**src/pkg/usbr_pkg.sv**
```systemverilog
// Package with register map, field layout and state types of the serial port
package usbr_pkg;

  // Register byte addresses
  localparam logic [31:0] ADDR_CONTROL   = 32'hf8040000;
  localparam logic [31:0] ADDR_MODE      = 32'hf8040004;
  localparam logic [31:0] ADDR_IRQ_EN    = 32'hf8040008;
  localparam logic [31:0] ADDR_IRQ_DIS   = 32'hf804000c;
  localparam logic [31:0] ADDR_IRQ_MASK  = 32'hf8040010;
  localparam logic [31:0] ADDR_STATUS    = 32'hf8040014;
  localparam logic [31:0] ADDR_RX_HOLD   = 32'hf8040018;
  localparam logic [31:0] ADDR_TX_HOLD   = 32'hf804001c;
  localparam logic [31:0] ADDR_BAUD      = 32'hf8040020;
  localparam logic [31:0] ADDR_EVENTS    = 32'hf8040040;

  // Shared flag layout of enable, disable, mask, status and event words
  localparam int BIT_RX_AVAIL  = 0;
  localparam int BIT_TX_FREE   = 1;
  localparam int BIT_OVERRUN   = 5;
  localparam int BIT_FRAMING   = 6;
  localparam int BIT_PARITY    = 7;
  localparam int BIT_TX_DONE   = 9;

  // Control word command bits
  localparam int CTL_RX_RESET  = 2;
  localparam int CTL_TX_RESET  = 3;
  localparam int CTL_RX_EN     = 4;
  localparam int CTL_RX_DIS    = 5;
  localparam int CTL_TX_EN     = 6;
  localparam int CTL_TX_DIS    = 7;
  localparam int CTL_CLR_ERR   = 8;

  // Mode word fields
  localparam int MODE_PAR_LSB  = 9;
  localparam int MODE_CH_LSB   = 14;
  localparam logic [31:0] MODE_WR_MASK = 32'h0000ce00;

  // Reset values
  localparam logic [31:0] MODE_RESET = 32'h00000000;
  localparam logic [15:0] BAUD_RESET = 16'h0000;

  // Oversampling: last of sixteen ticks per bit and the mid-bit sample point
  localparam logic [3:0] TICK_LAST = 4'hf;
  localparam logic [3:0] TICK_MID  = 4'h7;

  // Parity kinds
  localparam logic [2:0] PAR_EVEN  = 3'h0;
  localparam logic [2:0] PAR_ODD   = 3'h1;
  localparam logic [2:0] PAR_SPACE = 3'h2;
  localparam logic [2:0] PAR_MARK  = 3'h3;

  // Channel modes
  localparam logic [1:0] CH_NORMAL = 2'h0;
  localparam logic [1:0] CH_ECHO   = 2'h1;
  localparam logic [1:0] CH_LOCAL  = 2'h2;
  localparam logic [1:0] CH_REMOTE = 2'h3;

  // Flag group carried as one unit
  typedef struct packed {
    logic tx_all_done;
    logic parity_error_flag;
    logic framing_error_flag;
    logic overrun_flag;
    logic tx_holding_free;
    logic rx_char_available;
  } usbr_flags_t;

  // Frame sequencer states, one-hot
  typedef enum logic [4:0] {
    FR_IDLE  = 5'h01,
    FR_START = 5'h02,
    FR_DATA  = 5'h04,
    FR_PAR   = 5'h08,
    FR_STOP  = 5'h10
  } usbr_frame_t;

endpackage

```
**src/core/usbr_uart.sv**
```systemverilog
// Serial port with status, interrupt mask, holding and baud registers
//
// Overview of operation
// - Disable write of one clears mask bit
// - Mask read shows one per enabled source
// - Disable, mask, status share one bit layout
// - Received-char flag set on load, cleared on read
// - Holding-free low while char pending or disabled
// - Overrun flag sticky until error clear command
// - Framing flag sticky until error clear command
// - Parity flag sticky until error clear command
// - All-done high only when holding and shifter empty
// - Receive register holds last char in 7:0
// - Written char sent after current char completes
// - Divisor zero stops the baud clock
// - Baud equals master clock over sixteen times divisor
// - Error clear command clears three error flags
// - Enable write of one sets mask bit
// - Frame: start, eight data lsb first, parity unless mode bit 11 is set, stop
`timescale 1ns/1ps
module usbr_uart #(
  parameter int DIV_W = 16
) (
  // Clock and reset
  input  wire logic        clk_sys,
  input  wire logic        rst_b,
  // APB slave
  input  wire logic        psel,
  input  wire logic        penable,
  input  wire logic        pwrite,
  input  wire logic [31:0] paddr,
  input  wire logic [31:0] pwdata,
  output logic      [31:0] prdata,
  output logic             pready,
  output logic             pslverr,
  // Serial line
  input  wire logic        serial_in_pin,
  output logic             serial_out_pin,
  // Interrupt
  output logic             irq
);

  // Flags onto the shared 32-bit layout
  function automatic logic [31:0] flags_to_word(usbr_pkg::usbr_flags_t f);
    logic [31:0] w;
    w = 32'h00000000;
    w[usbr_pkg::BIT_RX_AVAIL] = f.rx_char_available;
    w[usbr_pkg::BIT_TX_FREE]  = f.tx_holding_free;
    w[usbr_pkg::BIT_OVERRUN]  = f.overrun_flag;
    w[usbr_pkg::BIT_FRAMING]  = f.framing_error_flag;
    w[usbr_pkg::BIT_PARITY]   = f.parity_error_flag;
    w[usbr_pkg::BIT_TX_DONE]  = f.tx_all_done;
    return w;
  endfunction

  // Word in the shared layout back to flags
  function automatic usbr_pkg::usbr_flags_t word_to_flags(logic [31:0] w);
    usbr_pkg::usbr_flags_t f;
    f.rx_char_available  = w[usbr_pkg::BIT_RX_AVAIL];
    f.tx_holding_free    = w[usbr_pkg::BIT_TX_FREE];
    f.overrun_flag       = w[usbr_pkg::BIT_OVERRUN];
    f.framing_error_flag = w[usbr_pkg::BIT_FRAMING];
    f.parity_error_flag  = w[usbr_pkg::BIT_PARITY];
    f.tx_all_done        = w[usbr_pkg::BIT_TX_DONE];
    return f;
  endfunction

  // Expected parity bit; shared by transmitter and receiver
  function automatic logic parity_of(logic [7:0] d, logic [2:0] kind);
    case (kind)
      usbr_pkg::PAR_EVEN:  parity_of = ^d;
      usbr_pkg::PAR_ODD:   parity_of = ~(^d);
      usbr_pkg::PAR_SPACE: parity_of = 1'b0;
      usbr_pkg::PAR_MARK:  parity_of = 1'b1;
      default:             parity_of = 1'b1;
    endcase
  endfunction

  // Configuration and holding state
  logic [31:0]             mode_q;        // Parity and channel mode
  logic [DIV_W-1:0]        div_q;         // Baud divisor
  usbr_pkg::usbr_flags_t   mask_q;        // Interrupt mask
  usbr_pkg::usbr_flags_t   evt_q;         // Sticky event bits
  logic                    tx_en_q;       // Transmitter enabled
  logic                    rx_en_q;       // Receiver enabled
  logic [7:0]              thr_q;         // Transmit holding
  logic                    thr_full_q;    // Holding has a char
  logic [7:0]              rhr_q;         // Receive holding
  logic                    rx_avail_q;    // Char waiting to be read
  logic                    ovr_q;         // Sticky overrun
  logic                    frm_q;         // Sticky framing error
  logic                    par_q;         // Sticky parity error
  logic [31:0]             prdata_q;      // Captured read data

  // Baud divider state
  logic [DIV_W-1:0]        bcnt_q;
  logic                    tick;

  // Transmit sequencer
  usbr_pkg::usbr_frame_t   txs_q;
  logic [3:0]              tsub_q;        // Tick within bit
  logic [2:0]              tbit_q;        // Data bit index
  logic [7:0]              tsh_q;         // Shift register
  logic                    tline_q;       // Transmit line level

  // Receive sequencer
  usbr_pkg::usbr_frame_t   rxs_q;
  logic [3:0]              rsub_q;
  logic [2:0]              rbit_q;
  logic [7:0]              rsh_q;
  logic                    rpar_bad_q;    // Parity mismatch this char

  // APB decode
  wire logic wr_acc = psel & penable & pwrite;
  wire logic rd_acc = psel & penable & ~pwrite;
  wire logic setup  = psel & ~penable;
  wire logic hit_ctl  = paddr == usbr_pkg::ADDR_CONTROL;
  wire logic hit_mode = paddr == usbr_pkg::ADDR_MODE;
  wire logic hit_ien  = paddr == usbr_pkg::ADDR_IRQ_EN;
  wire logic hit_idis = paddr == usbr_pkg::ADDR_IRQ_DIS;
  wire logic hit_mask = paddr == usbr_pkg::ADDR_IRQ_MASK;
  wire logic hit_stat = paddr == usbr_pkg::ADDR_STATUS;
  wire logic hit_rhr  = paddr == usbr_pkg::ADDR_RX_HOLD;
  wire logic hit_thr  = paddr == usbr_pkg::ADDR_TX_HOLD;
  wire logic hit_baud = paddr == usbr_pkg::ADDR_BAUD;
  wire logic hit_evt  = paddr == usbr_pkg::ADDR_EVENTS;
  wire logic hit_any  = hit_ctl | hit_mode | hit_ien | hit_idis | hit_mask
                      | hit_stat | hit_rhr | hit_thr | hit_baud | hit_evt;

  // Write strobes and command bits
  wire logic wr_ctl  = wr_acc & hit_ctl;
  wire logic cmd_rx_reset = wr_ctl & pwdata[usbr_pkg::CTL_RX_RESET];
  wire logic cmd_tx_reset = wr_ctl & pwdata[usbr_pkg::CTL_TX_RESET];
  wire logic cmd_clr_err  = wr_ctl & pwdata[usbr_pkg::CTL_CLR_ERR];
  wire logic wr_thr  = wr_acc & hit_thr;
  wire logic rd_rhr  = rd_acc & hit_rhr;

  // Mode fields
  wire logic [2:0] par_kind = mode_q[usbr_pkg::MODE_PAR_LSB +: 3];
  wire logic [1:0] ch_mode  = mode_q[usbr_pkg::MODE_CH_LSB +: 2];
  wire logic       par_on   = ~par_kind[2];

  // Internal line into the receiver; local loopback feeds it from transmit
  wire logic rx_line = (ch_mode == usbr_pkg::CH_LOCAL) ? tline_q
                                                       : serial_in_pin;
  // Remote loopback disables both halves
  wire logic remote  = ch_mode == usbr_pkg::CH_REMOTE;

  // Current flags as seen by software
  usbr_pkg::usbr_flags_t stat;
  assign stat.rx_char_available  = rx_avail_q;
  assign stat.tx_holding_free    = tx_en_q & ~thr_full_q;
  assign stat.overrun_flag       = ovr_q;
  assign stat.framing_error_flag = frm_q;
  assign stat.parity_error_flag  = par_q;
  assign stat.tx_all_done        = tx_en_q & ~thr_full_q
                                 & (txs_q == usbr_pkg::FR_IDLE);

  // Read multiplexer; mask, status and event words in the shared layout
  wire logic [31:0] rd_word =
      hit_mask ? flags_to_word(mask_q) :
      hit_stat ? flags_to_word(stat) :
      hit_rhr  ? {24'h000000, rhr_q} :
      hit_mode ? mode_q :
      hit_baud ? {{(32-DIV_W){1'b0}}, div_q} :
      hit_evt  ? flags_to_word(evt_q) : 32'h00000000;

  // Zero wait states; data captured in setup, so it comes from a flop
  assign pready  = 1'b1;
  assign pslverr = psel & penable & ~hit_any;
  assign prdata  = prdata_q;
  assign irq     = |(flags_to_word(stat) & flags_to_word(mask_q));

  // Pin: echo and remote loopback repeat the input, local holds idle
  assign serial_out_pin = (ch_mode == usbr_pkg::CH_NORMAL) ? tline_q :
                          (ch_mode == usbr_pkg::CH_LOCAL)  ? 1'b1
                                                           : serial_in_pin;

  // Read data capture
  always_ff @(posedge clk_sys or negedge rst_b) begin
    if (!rst_b) begin
      prdata_q <= 32'h00000000;
    end else if (setup) begin
      prdata_q <= rd_word;
    end
  end

  // Configuration writes
  always_ff @(posedge clk_sys or negedge rst_b) begin
    if (!rst_b) begin
      mode_q <= usbr_pkg::MODE_RESET;
      div_q  <= DIV_W'(usbr_pkg::BAUD_RESET);
    end else begin
      if (wr_acc && hit_mode) begin
        mode_q <= pwdata & usbr_pkg::MODE_WR_MASK;
      end
      if (wr_acc && hit_baud) begin
        div_q <= pwdata[DIV_W-1:0];
      end
    end
  end

  // Mask: enable sets, disable clears, zeros leave bits alone
  wire logic [31:0] mask_w = flags_to_word(mask_q);
  wire logic [31:0] ien_w  = (wr_acc && hit_ien)  ? pwdata : 32'h00000000;
  wire logic [31:0] idis_w = (wr_acc && hit_idis) ? pwdata : 32'h00000000;
  always_ff @(posedge clk_sys or negedge rst_b) begin
    if (!rst_b) begin
      mask_q <= '0;
    end else begin
      mask_q <= word_to_flags((mask_w | ien_w) & ~idis_w);
    end
  end

  // Sticky events: rising flags set, write one clears, set wins
  wire logic [31:0] stat_w = flags_to_word(stat);
  logic [31:0]      stat_prev_q;
  wire logic [31:0] evt_clr = (wr_acc && hit_evt) ? pwdata : 32'h00000000;
  always_ff @(posedge clk_sys or negedge rst_b) begin
    if (!rst_b) begin
      stat_prev_q <= 32'h00000000;
      evt_q       <= '0;
    end else begin
      stat_prev_q <= stat_w;
      evt_q <= word_to_flags((flags_to_word(evt_q) & ~evt_clr)
                             | (stat_w & ~stat_prev_q));
    end
  end

  // Enables; reset commands also disable, disable beats enable
  always_ff @(posedge clk_sys or negedge rst_b) begin
    if (!rst_b) begin
      tx_en_q <= 1'b0;
      rx_en_q <= 1'b0;
    end else if (wr_ctl) begin
      if (pwdata[usbr_pkg::CTL_TX_DIS] || pwdata[usbr_pkg::CTL_TX_RESET]) begin
        tx_en_q <= 1'b0;
      end else if (pwdata[usbr_pkg::CTL_TX_EN]) begin
        tx_en_q <= 1'b1;
      end
      if (pwdata[usbr_pkg::CTL_RX_DIS] || pwdata[usbr_pkg::CTL_RX_RESET]) begin
        rx_en_q <= 1'b0;
      end else if (pwdata[usbr_pkg::CTL_RX_EN]) begin
        rx_en_q <= 1'b1;
      end
    end
  end

  // Baud divider: one oversample tick every divisor cycles
  always_ff @(posedge clk_sys or negedge rst_b) begin
    if (!rst_b) begin
      bcnt_q <= '0;
    end else if (div_q == '0) begin
      bcnt_q <= '0;
    end else if (bcnt_q >= div_q - DIV_W'(1)) begin
      bcnt_q <= '0;
    end else begin
      bcnt_q <= bcnt_q + DIV_W'(1);
    end
  end
  // Sixteen ticks per bit give clock over sixteen times divisor
  assign tick = (div_q != '0) && (bcnt_q >= div_q - DIV_W'(1));

  // Transmit holding: filled by software, drained by the shifter
  wire logic tx_load = tx_en_q & ~remote & thr_full_q
                     & (txs_q == usbr_pkg::FR_IDLE);
  always_ff @(posedge clk_sys or negedge rst_b) begin
    if (!rst_b) begin
      thr_q      <= 8'h00;
      thr_full_q <= 1'b0;
    end else if (cmd_tx_reset) begin
      thr_full_q <= 1'b0;
    end else if (wr_thr) begin
      thr_q      <= pwdata[7:0];
      thr_full_q <= 1'b1;
    end else if (tx_load) begin
      thr_full_q <= 1'b0;
    end
  end

  // Transmit sequencer; next char waits for the stop bit to finish
  wire logic tx_bit_end = tick & (tsub_q == usbr_pkg::TICK_LAST);
  always_ff @(posedge clk_sys or negedge rst_b) begin
    if (!rst_b) begin
      txs_q   <= usbr_pkg::FR_IDLE;
      tsub_q  <= 4'h0;
      tbit_q  <= 3'h0;
      tsh_q   <= 8'h00;
      tline_q <= 1'b1;
    end else if (cmd_tx_reset) begin
      txs_q   <= usbr_pkg::FR_IDLE;                // Abort at once
      tline_q <= 1'b1;
    end else begin
      if (tick) begin
        tsub_q <= tsub_q + 4'h1;
      end
      case (txs_q)
        usbr_pkg::FR_IDLE: begin
          tline_q <= 1'b1;
          if (tx_load) begin
            tsh_q   <= thr_q;
            tsub_q  <= 4'h0;
            tline_q <= 1'b0;
            txs_q   <= usbr_pkg::FR_START;
          end
        end
        usbr_pkg::FR_START: begin
          if (tx_bit_end) begin
            tline_q <= tsh_q[0];                   // Lsb first
            tbit_q  <= 3'h0;
            txs_q   <= usbr_pkg::FR_DATA;
          end
        end
        usbr_pkg::FR_DATA: begin
          if (tx_bit_end) begin
            if (tbit_q == 3'h7) begin
              tline_q <= par_on ? parity_of(tsh_q, par_kind) : 1'b1;
              txs_q   <= par_on ? usbr_pkg::FR_PAR : usbr_pkg::FR_STOP;
            end else begin
              tline_q <= tsh_q[tbit_q + 3'h1];
              tbit_q  <= tbit_q + 3'h1;
            end
          end
        end
        usbr_pkg::FR_PAR: begin
          if (tx_bit_end) begin
            tline_q <= 1'b1;
            txs_q   <= usbr_pkg::FR_STOP;
          end
        end
        usbr_pkg::FR_STOP: begin
          if (tx_bit_end) begin
            txs_q <= usbr_pkg::FR_IDLE;
          end
        end
        default: begin
          txs_q   <= usbr_pkg::FR_IDLE;
          tline_q <= 1'b1;
        end
      endcase
    end
  end

  // Receive sequencer; start is checked again at mid-bit to skip glitches
  wire logic rx_run     = rx_en_q & ~remote;
  wire logic rx_mid     = tick & (rsub_q == usbr_pkg::TICK_MID);
  wire logic rx_bit_end = tick & (rsub_q == usbr_pkg::TICK_LAST);
  wire logic rx_done    = (rxs_q == usbr_pkg::FR_STOP) & rx_bit_end;
  logic      stop_lo_q;   // Stop bit sampled low at mid-bit
  always_ff @(posedge clk_sys or negedge rst_b) begin
    if (!rst_b) begin
      rxs_q      <= usbr_pkg::FR_IDLE;
      rsub_q     <= 4'h0;
      rbit_q     <= 3'h0;
      rsh_q      <= 8'h00;
      rpar_bad_q <= 1'b0;
      stop_lo_q  <= 1'b0;
    end else if (cmd_rx_reset || !rx_run) begin
      rxs_q <= usbr_pkg::FR_IDLE;                  // Abort or hold idle
    end else begin
      if (tick) begin
        rsub_q <= rsub_q + 4'h1;
      end
      case (rxs_q)
        usbr_pkg::FR_IDLE: begin
          if (tick && !rx_line) begin
            rsub_q     <= 4'h1;
            rpar_bad_q <= 1'b0;
            rxs_q      <= usbr_pkg::FR_START;
          end
        end
        usbr_pkg::FR_START: begin
          if (rx_mid && rx_line) begin
            rxs_q <= usbr_pkg::FR_IDLE;            // False start
          end else if (rx_bit_end) begin
            rbit_q <= 3'h0;
            rxs_q  <= usbr_pkg::FR_DATA;
          end
        end
        usbr_pkg::FR_DATA: begin
          if (rx_mid) begin
            rsh_q <= {rx_line, rsh_q[7:1]};        // Lsb arrives first
          end
          if (rx_bit_end) begin
            rbit_q <= rbit_q + 3'h1;
            if (rbit_q == 3'h7) begin
              rxs_q <= par_on ? usbr_pkg::FR_PAR : usbr_pkg::FR_STOP;
            end
          end
        end
        usbr_pkg::FR_PAR: begin
          if (rx_mid) begin
            rpar_bad_q <= rx_line != parity_of(rsh_q, par_kind);
          end
          if (rx_bit_end) begin
            rxs_q <= usbr_pkg::FR_STOP;
          end
        end
        usbr_pkg::FR_STOP: begin
          if (rx_mid) begin
            stop_lo_q <= ~rx_line;
          end
          if (rx_bit_end) begin
            rxs_q <= usbr_pkg::FR_IDLE;
          end
        end
        default: rxs_q <= usbr_pkg::FR_IDLE;
      endcase
    end
  end

  // Receive holding and flags; a new char beats a same-cycle read
  wire logic frm_now = rx_done & (stop_lo_q | ~rx_line);
  always_ff @(posedge clk_sys or negedge rst_b) begin
    if (!rst_b) begin
      rhr_q      <= 8'h00;
      rx_avail_q <= 1'b0;
      ovr_q      <= 1'b0;
      frm_q      <= 1'b0;
      par_q      <= 1'b0;
    end else begin
      if (rx_done) begin
        rhr_q      <= rsh_q;
        rx_avail_q <= 1'b1;
      end else if (rd_rhr || !rx_en_q) begin
        rx_avail_q <= 1'b0;
      end
      if (rx_done && rx_avail_q && !rd_rhr) begin
        ovr_q <= 1'b1;
      end else if (cmd_clr_err) begin
        ovr_q <= 1'b0;
      end
      if (frm_now) begin
        frm_q <= 1'b1;
      end else if (cmd_clr_err) begin
        frm_q <= 1'b0;
      end
      if (rx_done && par_on && rpar_bad_q) begin
        par_q <= 1'b1;
      end else if (cmd_clr_err) begin
        par_q <= 1'b0;
      end
    end
  end

endmodule

```
**config.mk**
```make
export PLATFORM = sky130hd
export DESIGN_NAME = usbr_uart
export DESIGN_NICKNAME = d
export VERILOG_FILES = /design/src/pkg/usbr_pkg.sv /design/src/core/usbr_uart.sv
export SDC_FILE = /design/constraint.sdc
export NUM_CORES = 1
export LEC_CHECK = 0
export ABC_CLOCK_PERIOD_IN_PS = 5700
export BUFFER_PORTS_ARGS = -buffer_cell sky130_fd_sc_hd__buf_2
export CAP_MARGIN = 25
export CORE_UTILIZATION = 55
export CTS_BUF_LIST = sky130_fd_sc_hd__clkbuf_8 sky130_fd_sc_hd__clkbuf_16
export DETAILED_ROUTE_END_ITERATION = 10
export PLACE_DENSITY_LB_ADDON = 0.05
export SLEW_MARGIN = 20
export SYNTH_ARGS = -nofsm -noshare
export SYNTH_HDL_FRONTEND = slang
export SYNTH_SLANG_ARGS = --single-unit
export TNS_END_PERCENT = 1
```
**constraint.sdc**
```tcl
create_clock -name clk_sys -period 5.7 [get_ports clk_sys]
set_input_delay 0.57 -clock clk_sys [delete_from_list [all_inputs] [get_ports clk_sys]]
set_output_delay 0.57 -clock clk_sys [all_outputs]
set_load 0.01 [all_outputs]
```
==> results.toml, run 1 <==
[run_status]
status = "finished clean"

[power]
ir_drop_mv = 0.212
powerDensity_mw_per_mm2 = 252
leakage_nw = 4.17

[timing]
setup_viol = 0
rsz0062_at_grt = "false"
finalCritPeriodShare = 0.846
finalClockSkew_ns = 0.0108
relSlewSlack = 0.319
layout_min_cycle_time_ns = 4.82
fin_ws_ns = 0.876
finalSetupTns_ns = 0
worstMarginPinSlew_ns = 1.01
fmax_ghz = 0.207
slew_violations = 0
hold_viol_final = 0

[logic_synthesis]
synth_edf_count = 0
synthCells = 729
yosys.cell_types.count = 75
async_flop_share = 1.00
syn_area_per_cell_um2 = 10.3
yosys_most_used_dff = "dfrtp_1"
yosysWarnings = 0
synth-seq-cells = 137
yosysSeqAreaShare = 0.455
syn_area_mm2 = 0.00754

[placement]
detailed_place_hpwl_mm = 13.4
dpl_worst_slack_ns = 0.940
finalWeightedCongestion = 0.868
io_buffers = 72

[worst_hold_path]
hp-class = "primary input to asynchronous set/reset pin"

[clocking]
ctsHtreeMaxLevel = 4
cts_hold_buf = 0
path_clk_slew_ns = 0.06
cts_tree = "done"
worstSkewPairLatency_ns = 0.43
cts.sink_count = 137
clock_path_buffers = 2
numCtsBuffers = 17
cts_setup_buffers = 0
cts_root_buffer = "clkbuf_16"
cts_resized = 0

[global_routing]
grt_pass1_wl_mm = 30.2
grt_pass1_vias = 5843
gr-usage-all-layers = 0.277
grt_max_degree = 82
grt_remaining_overflow = 0
antenna_found_initial = 0

[routing]
drc = 0
vias = 5828
ant_nets = 0
drtIter0Drc = 490
wire_per_inst_um = 18.5
wirelength_mm = 18.2
routed_via_density = 5.90
dr.pass1.iters = 5

[final_layout]
synthToLayoutAreaGrowth_pct = 13.9
drive_gt1_frac = 0.234
final_nets = 892
diodes = 0

[worst_setup_path]
crit_fanout = 12
worstPathArrival_ns = 5.13
cp-startpoint = "div_q[5]"
r2r-start = "div_q[5]"
worst-setup-path-type = "flip-flop to flip-flop"
cp_data_required_time_ns = 6.01
end_kind = "flip-flop"
startpoint_type = "flip-flop"

[die]
die-area_mm2 = 0.0142
initial_core_util = 0.567
rows = 42
io_pins = 106
fp.dieH_um = 119
coreArea_mm2 = 0.0133
die_w_um = 119

[flow_run]
max-cap-violations = 0
==> cell families (layout without fill, tap and decap cells) <==
kind of cell	after synthesis	in the layout	synth area share
AO/OA/AOI/OAI	138	138	0.119
XOR/XNOR	50	50	0.0581
adder cells (fa/ha/maj)	24	24	0.0398
buffers and inverters	59	126	0.0410
flip-flops	137	137	0.455
multiplexers	66	66	0.104
other	2	17	0.000996
AND/OR/NAND/NOR	253	253	0.182
==> critical path: stages, from the launching register on <==
cell	delay [ns]
dfrtp_1	0.46
or4_4	0.58
nor3_4	0.19
nor4b_1	0.58
nand2_1	0.20
nor3_1	0.22
xnor2_1	0.09
ha_1	0.29
nand4_1	0.14
or4_1	0.56
o211ai_2	0.26
nand4_1	0.36
nor2_1	0.20
buf_4	0.22
mux2_2	0.35
==> synth_stat cells, drive strengths merged, types with 6 or more instances <==
cell    number  area share
nand3       22       0.018
and3        11      0.0091
nor4        11       0.011
dfrtp      134        0.44
xnor2       31       0.036
ha          24       0.040
a22oi       14       0.014
nand2       66       0.034
inv         17      0.0085
buf         24       0.023
mux2        57       0.089
o21ai       36       0.024
a22o         7      0.0081
xor2        19       0.022
a21o         6      0.0060
nor3        22       0.017
nand4        7      0.0058
nand3b       7      0.0070
nand2b       6      0.0053
nor2        65       0.033
nor4b        6      0.0090
mux2i        7      0.0093
a21oi       42       0.028
clkbuf      18      0.0091
a222oi       6      0.0080
==> layout by cell type, fill, tap and decap left out, types with 6 or more instances in the layout <==
cell,instances
dfrtp_1,134
buf_2,72
nor2_1,64
nand2_1,64
mux2_2,47
a21oi_1,42
o21ai_0,32
xnor2_1,31
ha_1,24
nor3_1,20
nand3_1,20
xor2_1,19
inv_1,17
conb_1,17
clkbuf_16,17
a22oi_1,14
and3_1,11
nor4_1,10
nand3b_1,7
nand4_1,7
a22o_1,7
mux2i_1,7
mux2_4,7
a21o_1,6
a222oi_1,6
clkinv_4,6
==> stage by stage <==
step / cells / util / total power, mW / cell area [um^2] / hold WS [ns]
final: 987 / 0.646 / 2.17 / 8580 / 0.0955
after global routing: 987 / 0.646 / 2.23 / 8580 / 0.139
after CTS: 986 / 0.644 / 2.18 / 8560 / 0.122
after detailed placement: 954 / 0.599 / 1.07 / 7960 / 0.417
after global placement: 953 / 0.599 / 1.07 / 7960 / 0.403
after floorplan: 744 / - / 1.02 / 7590 / 0.274
==> worst paths after layout <==
path | to | slack, ns | cells after the start
max in group asynchronous | rhr_q[4] | 4.47 | 2
hold / removal | bcnt_q[7] | 0.1 | 1
min in group clk_sys | div_q[12] | 0.39 | 2
setup / recovery | rhr_q[0] | 0.88 | 14
setup reg to reg | rhr_q[0] | 0.88 | 14
hold reg to reg | evt_q[2] | 0.42 | 1
==> sequential cells by signal, summed over array words and instances, names as in the netlist, 3 cells and up <==
name,flops
bcnt_q,16
div_q,16
evt_q,6
mask_q,6
mode_q,5
prdata,16
rbit_q,3
rhr_q,8
rsh_q,8
rsub_q,4
rxs_q,5
stat_prev_q,6
tbit_q,3
thr_q,8
tsh_q,8
tsub_q,4
txs_q,5
==> layer usage <==
metal	global-route usage	vias up	part of all wire	routed length [um]
met5	0	-	0	0
met4	0.0965	0	0.019	343
met3	0.0551	23	0.047	863
met2	0.454	184	0.49	8990
met1	0.366	2885	0.44	8040
li1	-	2736	-	-
==> final cells by class <==
class	instances	area, um^2
tap	176	220
multi-input combinational	548	3850
fill	1100	4710
clock inverter	14	163
sequential	137	3430
inverter	17	63.8
clock buffer	18	439
timing repair buffer	77	413
==> report_power, final <==
group / internal, mW / switching [mW]
clock network: 0.664 / 0.449
registers: 0.974 / 0.00110
logic: 0.0231 / 0.0543
(Power assumes the default switching activity.)
==> run 2, diff against run 1 <==
--- a/config.mk
+++ b/config.mk
@@ -5,7 +5,7 @@
 export SDC_FILE = /design/constraint.sdc
 export NUM_CORES = 1
 export LEC_CHECK = 0
-export ABC_CLOCK_PERIOD_IN_PS = 5700
+export ABC_CLOCK_PERIOD_IN_PS = 5000
 export BUFFER_PORTS_ARGS = -buffer_cell sky130_fd_sc_hd__buf_2
 export CAP_MARGIN = 25
 export CORE_UTILIZATION = 55
==> constraint.sdc (replaced) <==
create_clock -name clk_sys -period 5 [get_ports clk_sys]
set_input_delay 0.5 -clock clk_sys [delete_from_list [all_inputs] [get_ports clk_sys]]
set_output_delay 0.5 -clock clk_sys [all_outputs]
set_load 0.01 [all_outputs]
==> results.toml, run 2 (synthesis gave the netlist of run 1 again) <==
[die]
initial_core_util = 0.567
die_w_um = 119
fp.dieH_um = 119
die-area_mm2 = 0.0142
io_pins = 106
coreArea_mm2 = 0.0133
rows = 42

[timing]
slew_violations = 0
fmax_ghz = 0.220
worstMarginPinSlew_ns = 1.07
relSlewSlack = 0.288
finalSetupTns_ns = 0
layout_min_cycle_time_ns = 4.54
finalCritPeriodShare = 0.909
finalClockSkew_ns = 0.00767
hold_viol_final = 0
rsz0062_at_grt = "false"
setup_viol = 0

[global_routing]
grt_remaining_overflow = 0
grt_max_degree = 87
antenna_found_initial = 0
grt_pass1_wl_mm = 30.0
grt_pass1_vias = 5783
gr-usage-all-layers = 0.277

[clocking]
cts.sink_count = 137
cts_setup_buffers = 0
cts_root_buffer = "clkbuf_16"
ctsHtreeMaxLevel = 4
path_clk_slew_ns = 0.06
cts_hold_buf = 0
cts_resized = 0
cts_tree = "done"
numCtsBuffers = 17
worstSkewPairLatency_ns = 0.43
clock_path_buffers = 2

[power]
ir_drop_mv = 0.233
powerDensity_mw_per_mm2 = 298
leakage_nw = 4.19

[run_status]
status = "finished clean"

[final_layout]
diodes = 0
drive_gt1_frac = 0.235
mostFrequentLayoutCells = "dfrtp_1, buf_2, nor2_1, nand2_1, mux2_2"
final_nets = 893
final_common_cell = "dfrtp_1"
synthToLayoutAreaGrowth_pct = 14.3
post-route-util = 0.648

[worst_setup_path]
crit_fanout = 12
worst-setup-path-type = "flip-flop to flip-flop"
r2r-start = "div_q[5]"
cpPeakStageDelay_ns = 0.58
cp-startpoint = "div_q[5]"
cp_data_required_time_ns = 5.32
crit_chain = "or4_4 > nor3_4 > nand2_1 > or2_2 > nor3_1 > nand2_1 > xor2_1 > ha_1 > nand4_1 > or4_1 > o211ai_2 > nand4_1 > nor2_1 > buf_4 > mux2_2"
startpoint_type = "flip-flop"
critPathTopFamily = "simple AND/OR/NAND/NOR gates"
end_kind = "flip-flop"
slowest_stage = "or4_4"
worstPathArrival_ns = 4.86
path_buf_inv = 1

[routing]
dr.pass1.iters = 5
ant_nets = 0
drtIter0Drc = 459
wirelength_mm = 18.3
wire_per_inst_um = 18.5
vias = 5816
drc = 0
routed_via_density = 5.89

[placement]
finalWeightedCongestion = 0.861
io_buffers = 72
detailed_place_hpwl_mm = 13.4

[flow_run]
max-cap-violations = 0

[worst_hold_path]
hp-class = "primary input to asynchronous set/reset pin"
[run 2: final timing paths]
check                      depth (start not counted)         to  slack [ns]
setup / recovery                                  15   rhr_q[2]        0.46
hold / removal                                     1  bcnt_q[6]        0.12
setup reg to reg                                  15   rhr_q[2]        0.46
hold reg to reg                                    1   evt_q[3]        0.42
max in group asynchronous                          2   txs_q[2]        3.72
min in group clk_sys                               2  div_q[11]        0.31
[run 2: routing by layer]
| layer | wire length (um) | vias up | global-route usage |
|---|---|---|---|
| li1 | - | 2738 | - |
| met5 | 0 | - | 0 |
| met1 | 8200 | 2908 | 0.366 |
| met2 | 9010 | 150 | 0.452 |
| met3 | 837 | 20 | 0.0637 |
| met4 | 257 | 0 | 0.0862 |
[run 2: final cells by class]
class / count / area (um^2)
well taps: 176 / 220
clock inverters: 15 / 210
clock buffers: 17 / 425
flip-flops and latches: 137 / 3430
fillers: 1060 / 4680
inverters: 17 / 63.8
repair buffers: 78 / 409
multi-input cells: 548 / 3850
[run 2: power breakdown]
part / switching [mW] / internal (mW) / total (mW)
logic: 0.0615 / 0.0250 / 0.0865
clock network: 0.521 / 0.845 / 1.37
registers: 0.00127 / 1.11 / 1.11
total: 0.584 / 1.98 / 2.56
[run 2: metrics by stage]
| stage | worst slack, ns | hold WS, ns | cell area [um^2] | instances | power (mW) |
|---|---|---|---|---|---|
| 3_3_place_gp | 0.579 | 0.402 | 7970 | 955 | 1.22 |
| 6_report | 0.457 | 0.119 | 8610 | 988 | 2.56 |
| 3_5_place_dp | 0.502 | 0.417 | 7980 | 956 | 1.22 |
| 5_1_grt | 0.156 | 0.189 | 8610 | 988 | 2.63 |
| 4_1_cts | 0.481 | 0.148 | 8610 | 988 | 2.58 |
| 2_1_floorplan | 0.822 | 0.204 | 7590 | 744 | 1.17 |
[run 2: worst register-to-register path, stage by stage (launching register included)]
cell and delay, ns:
dfrtp_1 0.46, or4_4 0.59, nor3_4 0.19, nand2_1 0.11
or2_2 0.32, nor3_1 0.20, nand2_1 0.10, xor2_1 0.16
ha_1 0.33, nand4_1 0.14, or4_1 0.55, o211ai_2 0.20
nand4_1 0.32, nor2_1 0.20, buf_4 0.22, mux2_2 0.35
